<file path="src/timer16_pkg.sv">
/*
  Shared constants for the 16-bit timer/event counter core: register
  indices, field positions, reset values, mode and edge encodings.
  Assumes a 32-bit Avalon-MM slave with byte addresses; each register
  index sits at byte address index*4.
*/
package timer16_pkg;

  localparam int unsigned REG_DW = 16;
  localparam int unsigned ADDR_W = 18;

  // Register indices; byte address is index * 4
  localparam logic [15:0] IDX_COUNT  = 16'hFF12;
  localparam logic [15:0] IDX_CC1    = 16'hFF14;
  localparam logic [15:0] IDX_CC2    = 16'hFF16;
  localparam logic [15:0] IDX_MODE   = 16'hFF60;
  localparam logic [15:0] IDX_CCCTL  = 16'hFF62;
  localparam logic [15:0] IDX_PRESC  = 16'hFF64;
  localparam logic [15:0] IDX_OUTCTL = 16'hFF66;

  localparam logic [15:0] CNT_RESET = 16'h0000;
  localparam logic [15:0] CNT_ONE   = 16'h0001;
  localparam logic [15:0] CNT_MAX   = 16'hFFFF;

  // Mode control byte: bit0 overflow, bits 3..1 mode
  localparam int MODE_OVF_BIT = 0;
  localparam int MODE_LSB     = 1;
  localparam int MODE_W       = 3;
  // Capture/compare control byte
  localparam int CC_FIRST_MODE_BIT  = 0;
  localparam int CC_FIRST_SRC_BIT   = 1;
  localparam int CC_SECOND_MODE_BIT = 2;
  localparam int CCCTL_W            = 3;
  // Prescaler mode byte
  localparam int PRESC_CLK_LSB = 0;
  localparam int ES_FIRST_LSB  = 4;
  localparam int ES_SECOND_LSB = 6;
  localparam int PRESC_W       = 8;
  // Output control byte
  localparam int OUT_ENABLE_BIT  = 0;
  localparam int OUT_ONESHOT_BIT = 1;
  localparam int OUT_TRIGGER_BIT = 2;
  localparam int OUTCTL_W        = 2;

  localparam logic [1:0] BE_LOW_HALF = 2'b11;
  localparam logic [7:0] DIV_STEP    = 8'h01;

  typedef enum logic [1:0] {
    EDGE_FALL = 2'b00,
    EDGE_RISE = 2'b01,
    EDGE_NONE = 2'b10,
    EDGE_BOTH = 2'b11
  } edge_sel_t;

  typedef enum logic [1:0] {
    OP_STOP      = 2'b00,
    OP_FREE      = 2'b01,
    OP_EDGE_CLR  = 2'b10,
    OP_MATCH_CLR = 2'b11
  } op_mode_t;

  typedef enum logic {
    BUS_IDLE = 1'b0,
    BUS_DONE = 1'b1
  } bus_state_t;

  function automatic logic addr_is(input logic [ADDR_W-1:0] addr,
                                   input logic [15:0]       idx);
    return addr == {idx, 2'b00};
  endfunction

  // Count clock divider mask: fxp, /2, /16, /256
  function automatic logic [7:0] presc_mask(input logic [1:0] sel);
    logic [7:0] m;
    case (sel)
      2'b00:   m = 8'h00;
      2'b01:   m = 8'h01;
      2'b10:   m = 8'h0F;
      default: m = 8'hFF;
    endcase
    return m;
  endfunction

endpackage

</file>
<file path="src/edge_sense.sv">
/*
  Edge detector for one timer input pin: two-flop synchroniser, then
  normal-phase and reverse-phase valid-edge decode.
  Assumes the pin is asynchronous to sys_clk.
*/
`timescale 1ns/10ps
module edge_sense
  import timer16_pkg::*;
(
  input  wire logic       sys_clk,
  input  wire logic       resetn,
  input  wire logic       ce,
  input  wire logic       pin_in,
  input  wire logic [1:0] sel,
  output logic            hit,
  output logic            hit_rev
);

  typedef struct packed {
    logic s1;
    logic s2;
    logic prev;
  } edge_st_t;

  edge_st_t st_q;
  edge_st_t st_d;
  logic     rise;
  logic     fall;

  assign rise = st_q.s2 && !st_q.prev;
  assign fall = !st_q.s2 && st_q.prev;

  always_comb
  begin
    st_d      = st_q;
    st_d.s1   = pin_in;
    st_d.s2   = st_q.s1;
    st_d.prev = st_q.s2;
    case (sel)
      EDGE_FALL: hit = fall;
      EDGE_RISE: hit = rise;
      EDGE_BOTH: hit = rise || fall;
      default:   hit = 1'b0;
    endcase
    // Reverse phase: code 00 takes rising, 01 falling, 11 nothing
    case (sel)
      EDGE_FALL: hit_rev = rise;
      EDGE_RISE: hit_rev = fall;
      default:   hit_rev = 1'b0;
    endcase
  end

  always_ff @(posedge sys_clk)
  begin
    if (!resetn)
      st_q <= '0;
    else if (ce)
      st_q <= st_d;
  end

endmodule

</file>
<file path="src/capcomp_reg.sv">
/*
  One capture/compare register: loads the count on a capture trigger,
  otherwise takes software writes.
  Assumes the caller qualifies cap_en and wr_en.
*/
`timescale 1ns/10ps
module capcomp_reg
  import timer16_pkg::*;
#(
  parameter int unsigned W = REG_DW
)
(
  input  wire logic         sys_clk,
  input  wire logic         resetn,
  input  wire logic         ce,
  input  wire logic         wr_en,
  input  wire logic [W-1:0] wr_data,
  input  wire logic         cap_en,
  input  wire logic [W-1:0] count,
  output logic      [W-1:0] value
);

  if (W < 1 || W > 32)
    $error("capcomp_reg width out of range");

  typedef struct packed {
    logic [W-1:0] value;
  } cc_st_t;

  cc_st_t st_q;
  cc_st_t st_d;

  assign value = st_q.value;

  always_comb
  begin
    st_d = st_q;
    if (cap_en)
      st_d.value = count;
    else if (wr_en)
      st_d.value = wr_data;
  end

  always_ff @(posedge sys_clk)
  begin
    if (!resetn)
      st_q <= '0;
    else if (ce)
      st_q <= st_d;
  end

  cap_load_a: assert property (
    @(posedge sys_clk) disable iff (!resetn)
    ce && cap_en |=> value == $past(count))
    else $error("capture did not load the count");

endmodule

</file>
<file path="src/timer16_capture_compare_core.sv">
/*
  16-bit timer/event counter core with two capture/compare registers,
  an Avalon-MM register slave with waitrequest, and the shared output pin.
  Assumes edge inputs are asynchronous pins and the bus master keeps
  its request steady until it samples waitrequest low.
*/
// The Avalon-MM interface to the registers was chosen for this implementation.
// How it works
// - count increments on each selected count tick
// - count read holds tick, returns value
// - count cleared on reset and stop mode
// - edge-clear mode clears on first input edge
// - match-clear mode clears on first match
// - one-shot trigger clears the count
// - control bit 0 picks first register mode
// - first register resets to zero
// - first compare match raises first interrupt
// - first input captures into first reversed
// - second input captures into first register
// - edge fields at prescaler bits 5:4, 7:6
// - zero compare matches on 0001 after wrap
// - lowered compare waits for wrap around
// - capture stays correct during register read
// - stop during capture gives undefined capture
// - control bit 2 picks second register mode
// - second register resets to zero
// - first register 16-bit writes, count read-only
// - second compare match raises second interrupt
// - nonzero upper two mode bits start, zero stops
`timescale 1ns/10ps
module timer16_capture_compare_core
  import timer16_pkg::*;
(
  input  wire logic              sys_clk,
  input  wire logic              resetn,
  input  wire logic              ce,
  input  wire logic [ADDR_W-1:0] avs_address,
  input  wire logic              avs_read,
  input  wire logic              avs_write,
  input  wire logic [31:0]       avs_writedata,
  input  wire logic [3:0]        avs_byteenable,
  output logic      [31:0]       avs_readdata,
  output logic                   avs_waitrequest,
  input  wire logic              edge_input_first,
  input  wire logic              shared_pin_in,
  output logic                   shared_pin_out,
  output logic                   shared_pin_oe,
  output logic                   first_match_irq,
  output logic                   second_match_irq
);

  typedef struct packed {
    logic [15:0]         count;
    logic                ovf;
    logic                fresh;
    logic [MODE_W-1:0]   mode;
    logic [CCCTL_W-1:0]  ccctl;
    logic [PRESC_W-1:0]  presc;
    logic [OUTCTL_W-1:0] outctl;
    logic [7:0]          div;
    bus_state_t          bstate;
    logic                waitreq;
    logic [15:0]         rdata;
    logic                irq1;
    logic                irq2;
    logic                tout;
  } core_st_t;

  localparam core_st_t ST_RESET = '{waitreq: 1'b1, bstate: BUS_IDLE,
                                    default: '0};

  core_st_t    st_q;
  core_st_t    st_d;
  op_mode_t    op;
  logic        run;
  logic        hold;
  logic        tick;
  logic [7:0]  mask;
  logic        wr_commit;
  logic        trig;
  logic        edge_clr;
  logic        first_hit;
  logic        first_rev;
  logic        second_hit;
  logic        cap1;
  logic        cap2;
  logic        cc1_wr;
  logic        cc2_wr;
  logic [15:0] cc1_val;
  logic [15:0] cc2_val;
  logic        eq1;
  logic        eq2;
  logic        match1;
  logic        match2;
  logic [15:0] rd_val;

  assign avs_readdata     = {16'h0000, st_q.rdata};
  assign avs_waitrequest  = st_q.waitreq;
  assign shared_pin_out   = st_q.tout;
  // pin driven only while output is enabled
  assign shared_pin_oe    = st_q.outctl[OUT_ENABLE_BIT];
  assign first_match_irq  = st_q.irq1;
  assign second_match_irq = st_q.irq2;

  edge_sense u_edge_first (
    .sys_clk (sys_clk),
    .resetn  (resetn),
    .ce      (ce),
    .pin_in  (edge_input_first),
    .sel     (st_q.presc[ES_FIRST_LSB +: 2]),
    .hit     (first_hit),
    .hit_rev (first_rev)
  );

  edge_sense u_edge_second (
    .sys_clk (sys_clk),
    .resetn  (resetn),
    .ce      (ce),
    .pin_in  (shared_pin_in),
    .sel     (st_q.presc[ES_SECOND_LSB +: 2]),
    .hit     (second_hit),
    .hit_rev ()
  );

  capcomp_reg #(.W(REG_DW)) u_cc1 (
    .sys_clk (sys_clk),
    .resetn  (resetn),
    .ce      (ce),
    .wr_en   (cc1_wr),
    .wr_data (avs_writedata[15:0]),
    .cap_en  (cap1),
    .count   (st_q.count),
    .value   (cc1_val)
  );

  capcomp_reg #(.W(REG_DW)) u_cc2 (
    .sys_clk (sys_clk),
    .resetn  (resetn),
    .ce      (ce),
    .wr_en   (cc2_wr),
    .wr_data (avs_writedata[15:0]),
    .cap_en  (cap2),
    .count   (st_q.count),
    .value   (cc2_val)
  );

  // a nonzero value in the upper two mode bits runs the counter
  assign op   = op_mode_t'(st_q.mode[MODE_W-1 -: 2]);
  assign run  = op != OP_STOP;
  // hold off the count tick during a count read
  assign hold = run && avs_read && st_q.bstate == BUS_IDLE
                && addr_is(avs_address, IDX_COUNT);
  assign mask = presc_mask(st_q.presc[PRESC_CLK_LSB +: 2]);
  assign tick = run && !hold && ((st_q.div & mask) == mask);

  assign wr_commit = avs_write && st_q.bstate == BUS_DONE;
  assign trig      = wr_commit && addr_is(avs_address, IDX_OUTCTL)
                     && st_q.outctl[OUT_ONESHOT_BIT]
                     && avs_writedata[OUT_TRIGGER_BIT];
  assign edge_clr  = op == OP_EDGE_CLR && first_hit;

  // first register only takes 16-bit writes
  assign cc1_wr = wr_commit && addr_is(avs_address, IDX_CC1)
                  && avs_byteenable[1:0] == BE_LOW_HALF;
  assign cc2_wr = wr_commit && addr_is(avs_address, IDX_CC2)
                  && avs_byteenable[1:0] == BE_LOW_HALF;

  // bit 0 selects capture; trigger source
  assign cap1 = st_q.ccctl[CC_FIRST_MODE_BIT]
                && (st_q.ccctl[CC_FIRST_SRC_BIT] ? first_rev : second_hit);
  // bit 2 selects capture on first input edge
  // a capture during stop takes whatever count is present
  assign cap2 = st_q.ccctl[CC_SECOND_MODE_BIT] && first_hit;

  assign eq1 = st_q.count == cc1_val;
  assign eq2 = st_q.count == cc2_val;

  // zero compare is skipped until the count wraps
  assign match1 = tick && !st_q.ccctl[CC_FIRST_MODE_BIT] && eq1
                  && !(st_q.fresh && cc1_val == CNT_RESET);
  assign match2 = tick && !st_q.ccctl[CC_SECOND_MODE_BIT] && eq2
                  && !(st_q.fresh && cc2_val == CNT_RESET);

  always_comb
  begin
    if (addr_is(avs_address, IDX_COUNT))
      rd_val = st_q.count;
    else if (addr_is(avs_address, IDX_CC1))
      rd_val = cc1_val;
    else if (addr_is(avs_address, IDX_CC2))
      rd_val = cc2_val;
    else if (addr_is(avs_address, IDX_MODE))
      rd_val = {12'h000, st_q.mode, st_q.ovf};
    else if (addr_is(avs_address, IDX_CCCTL))
      rd_val = {13'h0000, st_q.ccctl};
    else if (addr_is(avs_address, IDX_PRESC))
      rd_val = {8'h00, st_q.presc};
    else if (addr_is(avs_address, IDX_OUTCTL))
      rd_val = {14'h0000, st_q.outctl};
    else
      rd_val = 16'h0000;
  end

  always_comb
  begin
    st_d      = st_q;
    st_d.irq1 = match1;
    st_d.irq2 = match2;

    case (st_q.bstate)
      BUS_IDLE:
      begin
        if (avs_read || avs_write)
        begin
          st_d.bstate  = BUS_DONE;
          st_d.waitreq = 1'b0;
          // read data latched apart from capture storage
          if (avs_read)
            st_d.rdata = rd_val;
        end
      end
      BUS_DONE:
      begin
        st_d.bstate  = BUS_IDLE;
        st_d.waitreq = 1'b1;
        if (avs_write && avs_byteenable[0])
        begin
          if (addr_is(avs_address, IDX_MODE))
          begin
            st_d.mode = avs_writedata[MODE_LSB +: MODE_W];
            if (!avs_writedata[MODE_OVF_BIT])
              st_d.ovf = 1'b0;
          end
          if (addr_is(avs_address, IDX_CCCTL))
            st_d.ccctl = avs_writedata[CCCTL_W-1:0];
          if (addr_is(avs_address, IDX_PRESC))
            st_d.presc = avs_writedata[PRESC_W-1:0];
          if (addr_is(avs_address, IDX_OUTCTL))
            st_d.outctl = avs_writedata[OUTCTL_W-1:0];
        end
      end
      default:
      begin
        st_d.bstate  = BUS_IDLE;
        st_d.waitreq = 1'b1;
      end
    endcase

    if (run && !hold)
      st_d.div = st_q.div + DIV_STEP;
    else if (!run)
      st_d.div = '0;

    if (!run)
    begin
      st_d.count = CNT_RESET;
      st_d.fresh = 1'b1;
    end
    else if (trig || edge_clr)
    begin
      // one-shot trigger or valid edge clears
      st_d.count = CNT_RESET;
      st_d.fresh = 1'b1;
    end
    else if (tick)
    begin
      st_d.fresh = 1'b0;
      if (op == OP_MATCH_CLR && eq1)
        st_d.count = CNT_RESET;
      else
        st_d.count = st_q.count + CNT_ONE;
      // Overflow set wins over a software clear
      if (st_q.count == CNT_MAX)
        st_d.ovf = 1'b1;
    end

    if ((match1 || match2) && st_q.outctl[OUT_ENABLE_BIT])
      st_d.tout = !st_q.tout;
  end

  always_ff @(posedge sys_clk)
  begin
    if (!resetn)
      st_q <= ST_RESET;
    else if (ce)
      st_q <= st_d;
  end

  count_inc_a: assert property (
    @(posedge sys_clk) disable iff (!resetn)
    ce && tick && !trig && !edge_clr && !(op == OP_MATCH_CLR && eq1)
    |=> st_q.count == 16'($past(st_q.count) + CNT_ONE))
    else $error("count did not step by one");

  read_hold_a: assert property (
    @(posedge sys_clk) disable iff (!resetn)
    ce && hold && !trig && !edge_clr |=> st_q.count == $past(st_q.count))
    else $error("count moved during a count read");

  read_value_a: assert property (
    @(posedge sys_clk) disable iff (!resetn)
    ce && hold |=> !avs_waitrequest && avs_readdata[15:0] == $past(st_q.count))
    else $error("count read returned a wrong value");

  stop_clear_a: assert property (
    @(posedge sys_clk) disable iff (!resetn)
    ce && !run |=> st_q.count == CNT_RESET)
    else $error("stopped counter not cleared");

  edge_clear_a: assert property (
    @(posedge sys_clk) disable iff (!resetn)
    ce && run && edge_clr |=> st_q.count == CNT_RESET)
    else $error("valid edge did not clear count");

  match_clear_a: assert property (
    @(posedge sys_clk) disable iff (!resetn)
    ce && tick && op == OP_MATCH_CLR && eq1 && !trig
    |=> st_q.count == CNT_RESET)
    else $error("match did not clear count");

  oneshot_clr_a: assert property (
    @(posedge sys_clk) disable iff (!resetn)
    ce && run && trig |=> st_q.count == CNT_RESET)
    else $error("one-shot trigger did not clear count");

  first_irq_a: assert property (
    @(posedge sys_clk) disable iff (!resetn)
    ce && tick && !st_q.ccctl[CC_FIRST_MODE_BIT] && eq1
    && cc1_val != CNT_RESET |=> first_match_irq)
    else $error("first match interrupt missing");

  wrap_match_a: assert property (
    @(posedge sys_clk) disable iff (!resetn)
    ce && tick && !st_q.fresh && st_q.count == CNT_RESET
    && cc1_val == CNT_RESET && !st_q.ccctl[CC_FIRST_MODE_BIT]
    |=> first_match_irq && st_q.count == CNT_ONE)
    else $error("zero compare missed after wrap");

  second_irq_a: assert property (
    @(posedge sys_clk) disable iff (!resetn)
    ce && tick && !st_q.ccctl[CC_SECOND_MODE_BIT] && eq2
    && cc2_val != CNT_RESET |=> second_match_irq)
    else $error("second match interrupt missing");

  narrow_write_a: assert property (
    @(posedge sys_clk) disable iff (!resetn)
    ce && wr_commit && addr_is(avs_address, IDX_CC1) && !cap1
    && avs_byteenable[1:0] != BE_LOW_HALF |=> cc1_val == $past(cc1_val))
    else $error("narrow write changed first register");

endmodule

</file>
<file path="config.mk">
export PLATFORM = sky130hd
export DESIGN_NAME = timer16_capture_compare_core
export DESIGN_NICKNAME = d
export VERILOG_FILES = /design/src/timer16_pkg.sv /design/src/edge_sense.sv /design/src/capcomp_reg.sv /design/src/timer16_capture_compare_core.sv
export SDC_FILE = /design/constraint.sdc
export NUM_CORES = 1
export LEC_CHECK = 0
export BUFFER_PORTS_ARGS = -buffer_cell sky130_fd_sc_hd__buf_2
export CAP_MARGIN = 25
export CORE_MARGIN = 4
export CORE_UTILIZATION = 44
export DETAILED_ROUTE_END_ITERATION = 10
export GPL_ROUTABILITY_DRIVEN = 0
export GPL_TIMING_DRIVEN = 0
export HOLD_SLACK_MARGIN = 0.02
export PLACE_DENSITY_LB_ADDON = 0.05
export SYNTH_ARGS = -nofsm -noshare
export SYNTH_HDL_FRONTEND = slang
export SYNTH_SLANG_ARGS = --single-unit
</file>
<file path="constraint.sdc">
create_clock -name sys_clk -period 2.1 [get_ports sys_clk]
set_clock_uncertainty 0.05 [all_clocks]
set_input_delay 0.21 -clock sys_clk [delete_from_list [all_inputs] [get_ports sys_clk]]
set_output_delay 0.21 -clock sys_clk [all_outputs]
set_load 0.02 [all_outputs]
</file>
Word-level counts from Yosys, hierarchy flattened
Cells that the tools add are included.

storage, ports and cells
  word-level logic and storage cells = 148
  input bits = 61
  flip-flop bits (word level) = 101
  RAM bits = 0
  ROM bits = 0
  output and inout bits = 37
  latch bits = 0
  memories = 0

cells by class
  $add $sub $neg = 2
  $lt $le $gt $ge = 0
  bitwise operators = 2
  equality and inequality tests = 23
  reduce and logical (&&, ||, !) cells = 65
  shift-type cells = 0
  divide/modulo/power cells = 0
  multipliers = 0
  multiplexer cells = 34

operators by type and width
  cell                     number
  $mux W16                 11
  $eq A18 B18 Y1 const B   7
  $mux W8                  5
  $mux W18                 2
  $eq A16 B16 Y1           2
  $logic_not A16 Y1        2
  $logic_and A1 B1 Y1      31
  $pmux W8 S3              1
  $reduce_and A4 Y1        5
  $add A16 B1 Y16 const B  1
  $eq A16 B16 Y1 const B   1
  $eq A2 B2 Y1 const B     6
  $reduce_and A2 Y1        6
  $logic_not A1 Y1         10
  $mux W1                  10
  $add A8 B1 Y8 const B    1
  $and A8 B8 Y8            1
  $eq A8 B8 Y1             1
  $eq A2 B1 Y1 const B     3
  $logic_not A2 Y1         3
  $pmux W1 S3              2
  $reduce_bool A2 Y1       3
  $logic_or A1 B1 Y1       5
  $ne A2 B1 Y1 const B     2
  other kinds (5)          5

Depth between registers and ports, before layout
Gate-level depths: netlist of the first run.

  depth in word-level cells = 13
  depth in mapped cells = 11
  gate-level depth less buffers = 9

Cells and area by module
A second synthesis of the first run with hierarchy kept.

second synthesis, totals
  cell total of the unflattened synthesis = 767
  area, all modules = 6593.8 sq um

modules (own cells, without submodules)
  module                        cells an instance  sequential area each (sq um)  times used  area each (sq um)
  timer16_capture_compare_core  551                1261.2                        1           4206.5
  capcomp_reg                   90                 320.3                         2           1018.5
  edge_sense                    18                 60.1                          2           175.2

Worst setup path after synthesis of the first run
OpenSTA, ideal clock, no wires.

  path kind = reg2reg
  start point = register u_edge_second.st_q (netlist bit u_edge_second.st_d[0])
  end point = register u_cc1.st_q (netlist bit u_cc1.value[10])
  slack = -0.060 ns
  required time = 1.918 ns
  path buffers = 2
  data arrival time = 1.978 ns
  library setup time = 0.132 ns
  period minus slack after synthesis = 2.160 ns
  cell stages (with the launch flop) = 11
  cell sequence = dfxtp_1 > inv_1 > ha_1 > nor2b_1 > o21ai_0 > a21oi_1 > o21ai_0 > buf_2 > buf_1 > mux2i_1 > a21oi_1

between the ends
  cells in the longest elaborated chain, start to end = 8
  elaborated cells between the ends (all ways) = 10
  those cells by class = mux (3); reduce/logical (7)

ends and longest elaborated chain
  what                          RTL line                             RTL
  start: declaration            edge_sense.sv:25                     edge_st_t st_q;
  start signal: assignment      edge_sense.sv:58                     st_q <= st_d;
  $logic_not A1 Y1              edge_sense.sv:31                     assign fall = !st_q.s2 && st_q.prev;
  $logic_and A1 B1 Y1           edge_sense.sv:31
  $logic_or A1 B1 Y1            edge_sense.sv:42                     EDGE_BOTH: hit = rise || fall;
  $pmux W1 S3 *                 edge_sense.sv:39                     case (sel)
  $mux W1 *                     timer16_capture_compare_core.sv:170  && (st_q.ccctl[CC_FIRST_SRC_BIT] ? first_rev : second_hit);
  $logic_and A1 B1 Y1 *         timer16_capture_compare_core.sv:170
  $reduce_bool A2 Y1 (no line)  --
  $reduce_and A2 Y1 (no line)   --
  end signal: assignment        capcomp_reg.sv:49                    st_q <= st_d;
  end: declaration              capcomp_reg.sv:30                    cc_st_t st_q;

Mark *: on every way between the ends. The rest lies on a longest branch, timed or not.
A chain may end at the register's enable or synchronous reset.

Worst setup path in the final report of the first run
  start point = register u_edge_first.st_q (netlist bit u_edge_first.st_d[0])
  end point = register st_q[61] (netlist bit)

between the ends
  cells in the longest elaborated chain, start to end = 8
  elaborated cells between the ends (all ways) = 11
  those cells by class = eq/ne (1); mux (3); reduce/logical (7)

ends and longest elaborated chain
  what                                                            RTL line                             RTL
  start: declaration                                              edge_sense.sv:25
  start signal: assignment                                        edge_sense.sv:58
  $logic_not A1 Y1                                                edge_sense.sv:31
  $logic_and A1 B1 Y1                                             edge_sense.sv:31
  $logic_or A1 B1 Y1                                              edge_sense.sv:42
  $pmux W1 S3 *                                                   edge_sense.sv:39
  $logic_and A1 B1 Y1 *                                           timer16_capture_compare_core.sv:160  assign edge_clr = op == OP_EDGE_CLR && first_hit;
  $logic_or A1 B1 Y1 *                                            timer16_capture_compare_core.sv:259  else if (trig || edge_clr)
  $ne A3 B1 Y1 (no line) / $mux W16 (equally long branches)       --
  $reduce_and A2 Y1 (no line) / $mux W16 (equally long branches)  --
  end signal: assignment                                          timer16_capture_compare_core.sv:286  st_q <= st_d;
  end: declaration                                                timer16_capture_compare_core.sv:72   core_st_t st_q;

Marked as above.

==> parameters.txt, run 1 <==
Parameter                              Value

Outcome
  Result of the run    complete, but fails checks
  Violated checks    negative setup slack

Synth
  Post-synthesis share of cell area spent on and, or, nand and nor gates    0.2006
  Cell with the most instances after synthesis    sky130_fd_sc_hd__dfxtp_1
  Compound-cell area share of the yosys netlist    0.1896
  Post-synth EDFFs    0
  Synthesized area per cell    8.540 um2
  Primary FF master, synth    sky130_fd_sc_hd__dfxtp_1
  XOR/XNOR share of the synthesized area    0.07207
  Number of distinct standard cells referenced by the synthesized netlist    69
  Seq cells post-synth    101
  Cell types with the highest counts after synthesis    sky130_fd_sc_hd__dfxtp_1, sky130_fd_sc_hd__a21oi_1, sky130_fd_sc_hd__mux2i_1, sky130_fd_sc_hd__nand2_1, sky130_fd_sc_hd__o21ai_0
  Dominant combinational cell family by area after synthesis    simple AND/OR/NAND/NOR gates
  Top post-synthesis cells by area    sky130_fd_sc_hd__dfxtp_1, sky130_fd_sc_hd__mux2i_1, sky130_fd_sc_hd__a21oi_1
  Adder and majority gate portion of the synthesized area    0.01287
  Yosys top cell area share    0.3466
  Count of yosys warnings during synthesis    0
  Cell type with the largest total area after synthesis    sky130_fd_sc_hd__dfxtp_1
  Synthesized instance count    683
  Post-Synthesis Cell Area    0.005833 mm2
  Part of the Yosys area used for sequential elements    0.3466
  Fraction of synthesized area in multiplexers    0.08945
  Fraction of registers with async set or reset after synthesis    0

Worst setup path
  CP startpoint kind    register
  Arrival time reported for the critical path endpoint    2.47 ns
  Max FO, Critical Path    6
  Crit path capture type    register
  WS Path Type    register to register
  Count of cells along the worst register-to-register path    9
  Req. time, crit path    2.34 ns

Finish
  Number of diodes    0
  Relative area change from synthesis to final layout    24.26%
  Number of nets in the finished design    848
  Fill cells    1223
  Share of the core filled with cells    0.5652
  Ratio of cells with drive above 1 in the final layout    0.3019
  Post-route design area    0.007248 mm2

Die
  Full die area    0.01516 mm2
  Number of placement rows    41
  Die height    123.1 um
  Core footprint    0.01282 mm2
  Initial core utilization    0.4548
  Die X    123.1 um
  Num ports    98

STA
  Max frequency    448.2 MHz
  Worst hold slack    0.05793 ns
  Final Worst Setup Slack    -0.1311 ns
  Final critical path time including I/O delays and setup    2.231 ns
  Setup-failing EPs final    14
  Relative max-transition margin    0.4369
  Share of the clock period used by the worst path after layout    1.062
  Slew Limit Fails    0
  Setup repair after global routing missed its margin    yes
  Fin. Hold Viols    0
  Worst-margin pin slew    0.8446 ns

Routing
  Number of nets with antenna violations after detailed routing    0
  DR iter-0 viols    318
  First-pass DRT Iterations    5
  Sum of routed wire length over all layers    18080 um
  Post-route DRC    0
  Avg Vias per Cell    5.671
  Wirelength per Cell    18.89 um
  DR vias    5427

Clocking
  H-tree depth reported by CTS    3
  Number of clock sinks    101
  Buffer type at the clock tree root    sky130_fd_sc_hd__clkbuf_16
  Number of clock buffers inserted by TritonCTS    9
  Latest clock arrival within the worst-skew pair    0.36 ns
  Clock slew at the register clock pins of the worst setup and hold paths    0.07 ns
  TritonCTS clock tree    done
  Max Buffers Root-to-Sink    2

Min path
  Count of cells along the worst hold path    3
  Kind of path behind the tightest hold check    primary input to register

Global route
  Number of global-route vias before repair    5118
  Wire length of the first global-routing pass    27450 um
  Antenna violations before repair    0
  Largest net degree at the start of global routing    16
  GRT Resource Usage Total    0.2369
  Aggregate global routing overflow    0

Placement
  Detailed Place HPWL    13580 um
  Place WS    -0.7605 ns
  Area post-placement    0.006414 mm2
  Total of buffers placed on input and output ports    61

Power
  Pleak    3.183 nW
  Power density cells    536.3 mW/mm2
  Total power consumption of the routed design    3.887 mW
  Worst VDD drop    444.8 uV

Run
  Max cap viols    0
-- metrics by stage --
step	std cells	setup TNS (ns)
2_1_floorplan	698	0
3_3_place_gp	931	-29.17
3_5_place_dp	931	-29.46
4_1_cts	944	-0.4269
5_1_grt	957	-2.442
6_report	957	-0.8268
-- power by group --
| part | switching (mW) | total, mW | leakage (nW) | internal, mW |
|---|---|---|---|---|
| clock | 0.739 | 1.57 | 0.136 | 0.828 |
| sequential | 0.0140 | 1.95 | 0.825 | 1.93 |
| combinational | 0.222 | 0.374 | 2.22 | 0.152 |
-- cell type report --
cell class	count	area, um2	area share
multi-input cells	506	3638	0.5020
flip-flops and latches	101	2051	0.2829
repair buffers	83	534.3	0.07371
plain buffers	72	509.2	0.07026
clock buffers	11	242.7	0.03349
well taps	172	215.2	0.02969
inverters	8	33.78	0.004661
clock inverters	4	23.77	0.003280
-- flip-flops by register name, indices dropped and copies added, names as in the netlist, 2 cells and up --
name                cells
st_q                   40
u_cc1.value            16
op                      2
u_edge_first.st_d       2
u_edge_second.st_d      2
avs_readdata           16
u_cc2.value            16
-- cell families after synthesis --
kind of cell	count (synthesis)
fa+ha+maj	6
simple gates	216
xor+xnor	48
mux	52
flops	101
compound gates	168
other cells	1
buf+inv	91
-- final timing paths --
kind | startpoint | endpoint | slack [ns]
worst max register to register | u_edge_first.st_d[0] | st_q[61] | -0.13
worst max-delay path | u_edge_first.st_d[0] | st_q[61] | -0.13
worst min register to register | st_q[42] | st_q[42] | 0.43
worst min-delay path | edge_input_first | u_edge_first.st_d[1] | 0.06
-- metal layers --
layer / wire (um) / vias up / global-route usage
met3: 1103 / 40 / 0.04437
met1: 7799 / 2608 / 0.3026
met2: 8662 / 198 / 0.3942
met4: 516 / 0 / 0.09481
met5: 0 / - / 0
li1: - / 2581 / -
-- cell usage in the layout, fill, tap and decap left out, types with 5 or more instances in the layout --
cell type	synthesis	final
sky130_fd_sc_hd__clkbuf_16	0	11
sky130_fd_sc_hd__buf_2	7	63
sky130_fd_sc_hd__xnor2_1	32	30
sky130_fd_sc_hd__conb_1	1	16
sky130_fd_sc_hd__dfxtp_2	0	11
sky130_fd_sc_hd__a22oi_1	16	16
sky130_fd_sc_hd__xor2_1	16	16
sky130_fd_sc_hd__nor2b_1	32	29
sky130_fd_sc_hd__a32oi_1	5	5
sky130_fd_sc_hd__nand4_1	15	15
sky130_fd_sc_hd__nor3_1	13	11
sky130_fd_sc_hd__buf_6	2	7
sky130_fd_sc_hd__o21ai_2	2	16
sky130_fd_sc_hd__o21ai_0	42	26
sky130_fd_sc_hd__and3_1	5	5
sky130_fd_sc_hd__a21boi_0	6	6
sky130_fd_sc_hd__and2_1	6	5
sky130_fd_sc_hd__a21oi_1	56	48
sky130_fd_sc_hd__o211a_1	16	16
sky130_fd_sc_hd__dfxtp_1	101	86
sky130_fd_sc_hd__clkbuf_1	35	19
sky130_fd_sc_hd__nand2_1	48	47
sky130_fd_sc_hd__inv_1	7	5
sky130_fd_sc_hd__nand3_1	21	21
sky130_fd_sc_hd__nor2_1	35	33
sky130_fd_sc_hd__mux2i_1	51	48
sky130_fd_sc_hd__a21oi_2	0	5
sky130_fd_sc_hd__buf_4	33	55
sky130_fd_sc_hd__nor4_1	10	8
-- what timing repair did --
action / 4_1_cts / 5_1_grt
cloned: 0 / 2
setup buffers: 9 / 13
gates resized for setup: 48 / 83
setup endpoints to repair: 56 / 67
pin swaps: 14 / 17
hold buffers: 0 / 0
-- critical path, stage by stage, from the launching register on --
cell and delay [ns]:
sky130_fd_sc_hd__dfxtp_2 0.34, sky130_fd_sc_hd__inv_2 0.06, sky130_fd_sc_hd__ha_4 0.12, sky130_fd_sc_hd__or3b_4 0.41, sky130_fd_sc_hd__a31oi_4 0.27, sky130_fd_sc_hd__buf_12 0.14
sky130_fd_sc_hd__a211oi_4 0.04, sky130_fd_sc_hd__or2_4 0.27, sky130_fd_sc_hd__or3_4 0.33, sky130_fd_sc_hd__a21oi_2 0.14
No activity file was read; power rests on OpenSTA's default activity.
==> run 2, diff against run 1 <==
--- a/config.mk
+++ b/config.mk
@@ -14,6 +14,7 @@
 export GPL_TIMING_DRIVEN = 0
 export HOLD_SLACK_MARGIN = 0.02
 export PLACE_DENSITY_LB_ADDON = 0.05
+export SLEW_MARGIN = 20
 export SYNTH_ARGS = -nofsm -noshare
 export SYNTH_HDL_FRONTEND = slang
 export SYNTH_SLANG_ARGS = --single-unit
==> constraint.sdc (replaced) <==
create_clock -name sys_clk -period 2 [get_ports sys_clk]
set_clock_uncertainty 0.05 [all_clocks]
set_input_delay 0.2 -clock sys_clk [delete_from_list [all_inputs] [get_ports sys_clk]]
set_output_delay 0.2 -clock sys_clk [all_outputs]
set_load 0.02 [all_outputs]
==> run 2 against run 1 <==
  * The run still ends with negative setup slack left
  * Final area grew 3.2%
  * Sequential share of layout area shrank 0.97 points
  * Fmax grew 4.3%
  * Largest cell class unchanged
==> parameters.txt, run 2 (synthesized netlist as in run 1, its figures left out) <==
Parameter                              Value

Worst setup path
  Req. time, crit path    2.24 ns (was 2.34 ns)
  Arrival time reported for the critical path endpoint    2.37 ns (was 2.47 ns)
  Setup crit start    u_edge_first.st_d[0] (unchanged)
  CP startpoint kind    register (unchanged)
  Startpoint of the most critical register-to-register path    u_edge_first.st_d[0] (unchanged)
  Crit path capture type    register (unchanged)
  Max FO, Critical Path    6 (unchanged)
  WS Path Type    register to register (unchanged)

Routing
  Number of nets with antenna violations after detailed routing    0 (unchanged)
  Post-route DRC    0 (unchanged)
  First-pass DRT Iterations    6 (was 5)
  DR iter-0 viols    389 (was 318)
  DR vias    5502 (was 5427)
  Sum of routed wire length over all layers    18490 um (was 18080 um)
  Wirelength per Cell    19.12 um (was 18.89 um)
  Avg Vias per Cell    5.690 (was 5.671)

Placement
  Place WS    -0.8016 ns (was -0.7605 ns)
  Detailed Place HPWL    13540 um (was 13580 um)
  Total of buffers placed on input and output ports    61 (unchanged)

Die
  Die height    123.1 um (unchanged)
  Die X    123.1 um (unchanged)
  Number of placement rows    41 (unchanged)
  Num ports    98 (unchanged)
  Core footprint    0.01282 mm2 (unchanged)
  Full die area    0.01516 mm2 (unchanged)
  Initial core utilization    0.4548 (unchanged)

Power
  Worst VDD drop    518.2 uV (was 444.8 uV)
  Pleak    3.300 nW (was 3.183 nW)
  Total power consumption of the routed design    4.246 mW (was 3.887 mW)
  Power density cells    567.8 mW/mm2 (was 536.3 mW/mm2)

Clocking
  Number of clock sinks    101 (unchanged)
  TritonCTS clock tree    done (unchanged)
  Number of buffers inserted by hold repair at cts    0 (unchanged)
  Buffer type at the clock tree root    sky130_fd_sc_hd__clkbuf_16 (unchanged)
  Max Buffers Root-to-Sink    2 (unchanged)
  Clock slew at the register clock pins of the worst setup and hold paths    0.06 ns (was 0.07 ns)
  Number of clock buffers inserted by TritonCTS    9 (unchanged)
  Latest clock arrival within the worst-skew pair    0.35 ns (was 0.36 ns)
  H-tree depth reported by CTS    3 (unchanged)

Min path
  Hold path startpoint    edge_input_first (unchanged)
  Kind of path behind the tightest hold check    primary input to register (unchanged)

STA
  Relative max-transition margin    0.4448 (was 0.4369)
  Max frequency    467.3 MHz (was 448.2 MHz)
  Final critical path time including I/O delays and setup    2.140 ns (was 2.231 ns)
  Worst hold slack    0.05469 ns (was 0.05793 ns)
  Fin. Hold Viols    0 (unchanged)
  Worst-margin pin slew    0.8224 ns (was 0.8446 ns)
  Share of the clock period used by the worst path after layout    1.070 (was 1.062)
  Final Worst Setup Slack    -0.1399 ns (was -0.1311 ns)
  Setup-failing EPs final    15 (was 14)
  Slew Limit Fails    0 (unchanged)
  Setup repair after global routing missed its margin    yes (unchanged)

Global route
  Global-route met3 utilization    0.06038 (was 0.04437)
  M1 GR Usage    0.3039 (was 0.3026)
  Aggregate global routing overflow    0 (unchanged)
  Antenna violations before repair    0 (unchanged)
  Met2 demand-to-capacity share in global routing    0.4145 (was 0.3942)
  Layer with the highest usage after global routing    met2 (unchanged)
  GRT Resource Usage Total    0.2455 (was 0.2369)
  Number of global-route vias before repair    5247 (was 5118)
  Wire length of the first global-routing pass    28580 um (was 27450 um)
  Largest net degree at the start of global routing    16 (unchanged)

Finish
  Most common cell after layout, fill and taps aside    sky130_fd_sc_hd__dfxtp_1 (unchanged)
  Largest register FFs    40 (unchanged)
  Top library cells by usage in the layout, fill and taps aside    sky130_fd_sc_hd__dfxtp_1, sky130_fd_sc_hd__buf_2, sky130_fd_sc_hd__buf_4, sky130_fd_sc_hd__a21oi_1, sky130_fd_sc_hd__mux2i_1 (unchanged)
  Ratio of cells with drive above 1 in the final layout    0.3094 (was 0.3019)
  Fill cells    1180 (was 1223)
  Number of diodes    0 (unchanged)
  Area of the multi-input gates    0.003735 mm2 (was 0.003638 mm2)
  Number of nets in the finished design    857 (was 848)
  Register name with the most flops    st_q (unchanged)
  Relative area change from synthesis to final layout    28.21% (was 24.26%)
  Sequential Area    0.002043 mm2 (was 0.002051 mm2)

Outcome
  Violated checks    negative setup slack (unchanged)
  Result of the run    complete, but fails checks (unchanged)

Run
  Max cap viols    0 (unchanged)
## run 2: cell types whose count changed in the layout (fill, tap and decap cells not counted), moves of 3 or more
cell and change:
sky130_fd_sc_hd__nor2_1 -3, sky130_fd_sc_hd__buf_6 +9, sky130_fd_sc_hd__o21ai_0 +6, sky130_fd_sc_hd__buf_8 +3, sky130_fd_sc_hd__o21ai_1 +7, sky130_fd_sc_hd__nor2b_4 +4, sky130_fd_sc_hd__o21ai_2 -15
## run 2: per-layer routing
layer,part of all wire,vias up
li1,-,2604
met3,0.069,40
met2,0.49,198
met4,0.027,0
met5,0,-
met1,0.41,2660
## run 2: path summary, 6_finish.rpt
| path | endpoint | slack [ns] | cells after the start |
|---|---|---|---|
| worst max-delay path | st_q[61] | -0.14 | 8 |
| worst min-delay path | u_edge_first.st_d[1] | 0.05 | 3 |
| worst max register to register | st_q[61] | -0.14 | 8 |
| worst min register to register | st_q[42] | 0.43 | 2 |
## run 2: what timing repair did
action                                  in CTS  in global routing
gates resized for setup                     72                 89
cloned                                       3                  3
pin swaps                                   26                 23
endpoints found under the setup margin      69                 66
buffers inserted                            11                 11
hold endpoints to repair                     0                  0
## run 2: layout make-up
| cell class | instances | area share |
|---|---|---|
| buffer | 75 | 0.07679 |
| clock buffer | 12 | 0.03296 |
| clock inverter | 4 | 0.006358 |
| inverter | 8 | 0.004183 |
| multi-input combinational | 506 | 0.4994 |
| sequential | 101 | 0.2732 |
| tap | 172 | 0.02878 |
| timing repair buffer | 89 | 0.07830 |
## run 2: worst max-delay path: stages, from the launching register on
cell                       delay, ns
sky130_fd_sc_hd__dfxtp_2        0.33
sky130_fd_sc_hd__inv_2          0.06
sky130_fd_sc_hd__ha_4           0.13
sky130_fd_sc_hd__or3b_4         0.40
sky130_fd_sc_hd__a31oi_4        0.28
sky130_fd_sc_hd__a211oi_4       0.09
sky130_fd_sc_hd__or2_4          0.27
sky130_fd_sc_hd__or3_1          0.32
sky130_fd_sc_hd__a21oi_2        0.13
## run 2: through the flow
stage,std cells,area (um2),utilization,TNS (ns)
5_1_grt,967,7478,0.5831,-2.780
2_1_floorplan,698,5912,-,0
6_report,967,7478,0.5831,-0.7715
4_1_cts,955,7084,0.5524,-1.664
3_5_place_dp,931,6432,0.5016,-34.17
3_3_place_gp,931,6432,0.5016,-32.42
## run 2: power breakdown
group          internal, mW  switching, mW
sequential             2.03         0.0148
combinational         0.171          0.235
clock                  1.00          0.792
total                  3.20           1.04
==> run 3, diff against run 2 <==
--- a/config.mk
+++ b/config.mk
@@ -12,7 +12,6 @@
 export DETAILED_ROUTE_END_ITERATION = 10
 export GPL_ROUTABILITY_DRIVEN = 0
 export GPL_TIMING_DRIVEN = 0
-export HOLD_SLACK_MARGIN = 0.02
 export PLACE_DENSITY_LB_ADDON = 0.05
 export SLEW_MARGIN = 20
 export SYNTH_ARGS = -nofsm -noshare
==> constraint.sdc (replaced) <==
create_clock -name sys_clk -period 2.5 [get_ports sys_clk]
set_clock_uncertainty 0.05 [all_clocks]
set_input_delay 0.25 -clock sys_clk [delete_from_list [all_inputs] [get_ports sys_clk]]
set_output_delay 0.25 -clock sys_clk [all_outputs]
set_load 0.02 [all_outputs]
==> run 3 against run 2 <==
  * The run now ends clean
  * Final area is 9.6% lower
  * First-iteration DRC count is 11% lower
  * Critical path depth stayed put
  * Register-to-register slack better by 0.21 ns
  * Routed wire length is 4.1% lower
  * Largest cell class unchanged
  * Largest power group unchanged
  * Highest routed layer unchanged
==> parameters.txt, run 3 (synthesized netlist as in run 1, its figures left out) <==
Parameter                              Value

Power
  Pleak    3.037 nW (was 3.300 nW)
  Power density cells    503.7 mW/mm2 (was 567.8 mW/mm2)
  Internal power contribution    2.598 mW (was 3.204 mW)
  Total power consumption of the routed design    3.407 mW (was 4.246 mW)
  Comb pwr share    0.088 (was 0.096)
  Power dissipated by switching net loads    808.9 uW (was 1.042 mW)
  Share of total power consumed by net switching    0.2374 (was 0.2454)
  Worst VDD drop    463.3 uV (was 518.2 uV)
  Clock group share of total power    0.432 (was 0.423)
  Fraction of power consumed by sequential logic    0.481 (was 0.482)

Min path
  Kind of path behind the tightest hold check    primary input to register (unchanged)

Clocking
  Buffer type at the clock tree root    sky130_fd_sc_hd__clkbuf_16 (unchanged)
  Number of clock sinks    101 (unchanged)
  H-tree depth reported by CTS    3 (unchanged)
  TritonCTS clock tree    done (unchanged)
  Clock slew at the register clock pins of the worst setup and hold paths    0.07 ns (was 0.06 ns)
  Max Buffers Root-to-Sink    2 (unchanged)
  Latest clock arrival within the worst-skew pair    0.36 ns (was 0.35 ns)
  Number of clock buffers inserted by TritonCTS    9 (unchanged)

Die
  Full die area    0.01516 mm2 (unchanged)
  Die X    123.1 um (unchanged)
  Num ports    98 (unchanged)
  Initial core utilization    0.4548 (unchanged)
  Die height    123.1 um (unchanged)
  Number of placement rows    41 (unchanged)
  Core footprint    0.01282 mm2 (unchanged)

Finish
  Ratio of cells with drive above 1 in the final layout    0.2005 (was 0.3094)
  Post-route design area    0.006764 mm2 (was 0.007478 mm2)
  Register name with the most flops    st_q (unchanged)
  Area of the multi-input gates    0.003403 mm2 (was 0.003735 mm2)
  Largest register FFs    40 (unchanged)
  Relative area change from synthesis to final layout    15.96% (was 28.21%)
  Number of nets in the finished design    831 (was 857)
  Sequential Area    0.002022 mm2 (was 0.002043 mm2)
  Final Non-Filler Cells    940 (was 967)
  Most common cell after layout, fill and taps aside    sky130_fd_sc_hd__dfxtp_1 (unchanged)
  Top library cells by usage in the layout, fill and taps aside    sky130_fd_sc_hd__dfxtp_1, sky130_fd_sc_hd__buf_2, sky130_fd_sc_hd__a21oi_1, sky130_fd_sc_hd__mux2i_1, sky130_fd_sc_hd__nand2_1 (was sky130_fd_sc_hd__dfxtp_1, sky130_fd_sc_hd__buf_2, sky130_fd_sc_hd__buf_4, sky130_fd_sc_hd__a21oi_1, sky130_fd_sc_hd__mux2i_1)
  Fill cells    1277 (was 1180)
  Number of diodes    0 (unchanged)

STA
  Fin. Hold Viols    0 (unchanged)
  Final critical path time including I/O delays and setup    2.425 ns (was 2.140 ns)
  Setup repair after global routing missed its margin    no (was yes)
  Relative max-transition margin    0.3763 (was 0.4448)
  Share of the clock period used by the worst path after layout    0.9702 (was 1.070)
  Max frequency    412.3 MHz (was 467.3 MHz)
  Setup-failing EPs final    0 (was 15)
  Slew Limit Fails    0 (unchanged)
  Fin Setup TNS    0 ns (was -0.7715 ns)
  Worst-margin pin slew    0.9284 ns (was 0.8224 ns)

Placement
  Dpl cells    931 (unchanged)
  Total of buffers placed on input and output ports    61 (unchanged)
  Area post-placement    0.006410 mm2 (was 0.006432 mm2)
  Detailed Place HPWL    13570 um (was 13540 um)

Routing
  Number of nets with antenna violations after detailed routing    0 (unchanged)
  Post-route met1 wirelength    7697 um (was 7650 um)
  Wirelength per Cell    18.86 um (was 19.12 um)
  DR iter-0 viols    348 (was 389)
  Max layer used    met4 (unchanged)
  Length of routed met3 wiring    946 um (was 1270 um)
  Met2 wire len    8464 um (was 9072 um)
  Avg Vias per Cell    5.656 (was 5.690)
  DR vias    5317 (was 5502)
  Sum of routed wire length over all layers    17730 um (was 18490 um)
  Post-route DRC    0 (unchanged)
  First-pass DRT Iterations    5 (was 6)

Worst setup path
  Max FO, Critical Path    6 (unchanged)
  WS Path Type    register to register (unchanged)
  CP startpoint kind    register (unchanged)
  Req. time, crit path    2.70 ns (was 2.24 ns)
  Crit path capture type    register (unchanged)
  Arrival time reported for the critical path endpoint    2.63 ns (was 2.37 ns)

Run
  Max cap viols    0 (unchanged)

Global route
  Aggregate global routing overflow    0 (unchanged)
  GRT Resource Usage Total    0.2394 (was 0.2455)
  Largest net degree at the start of global routing    16 (unchanged)
  Antenna violations before repair    0 (unchanged)
  Number of global-route vias before repair    5120 (was 5247)
  Wire length of the first global-routing pass    27810 um (was 28580 um)

Outcome
  Result of the run    finished, final reports clean (was complete, but fails checks)
run 3: cell types whose count changed in the layout (fill, tap and decap cells not counted), sizes merged:
cell and delta:
clkbuf +7, clkinvlp -1, buf -33
run 3: worst max-delay path, cell delays in order, from the launching register on:
cell	delay, ns
sky130_fd_sc_hd__dfxtp_1	0.31
sky130_fd_sc_hd__clkbuf_1	0.37
sky130_fd_sc_hd__xnor2_1	0.17
sky130_fd_sc_hd__nand4_1	0.18
sky130_fd_sc_hd__nor4_4	0.43
sky130_fd_sc_hd__nor3b_2	0.36
sky130_fd_sc_hd__o211ai_1	0.16
sky130_fd_sc_hd__xnor2_1	0.15
sky130_fd_sc_hd__and2_1	0.15
run 3: repair_timing:
action	in CTS	in global routing
buffers inserted	0	1
pin swaps	0	2
setup endpoints to repair	40	43
hold buffers	0	0
gates resized for setup	6	17
hold endpoints to repair	0	0
run 3: cell type report:
| class | count | area share |
|---|---|---|
| multi-input cells | 506 | 0.5031 |
| plain buffers | 76 | 0.06955 |
| repair buffers | 62 | 0.04624 |
| flip-flops and latches | 101 | 0.2989 |
| inverters | 8 | 0.004440 |
| well taps | 172 | 0.03182 |
| clock inverters | 3 | 0.006474 |
| clock buffers | 12 | 0.03940 |
run 3: per-layer routing:
layer  GRT usage  vias to the layer above
met4      0.1010                        0
li1            -                     2549
met1      0.3098                     2549
met5           0                        -
met3     0.04209                       43
met2      0.3931                      176
run 3: worst paths after layout:
check | slack [ns] | cells past startpoint | from | endpoint
min reg2reg | 0.43 | 2 | st_q[42] | st_q[42]
min | 0.11 | 3 | shared_pin_in | u_edge_second.st_d[1]
max | 0.07 | 8 | st_q[54] | shared_pin_out
max reg2reg | 0.07 | 8 | st_q[54] | shared_pin_out
run 3: per-stage QoR:
step	utilization	worst slack (ns)	hold WS, ns
after detailed placement	0.4998	-0.5106	0.4188
after floorplan	-	0.3400	0.3584
after global routing	0.5274	0.0008427	0.1179
final	0.5274	0.07460	0.1070
after CTS	0.5252	0.004092	0.09759
after global placement	0.4998	-0.4791	0.4044
run 3: power by group through the flow:
| stage | clock (mW) | combinational [mW] | sequential [mW] |
|---|---|---|---|
| finish | 1.47 | 0.298 | 1.64 |
| global route | 1.56 | 0.324 | 1.64 |
| CTS | 1.51 | 0.293 | 1.64 |
| detailed placement | 0 | 0.291 | 1.67 |
| global placement | 0 | 0.288 | 1.67 |
| floorplan | 0 | 0.183 | 1.67 |
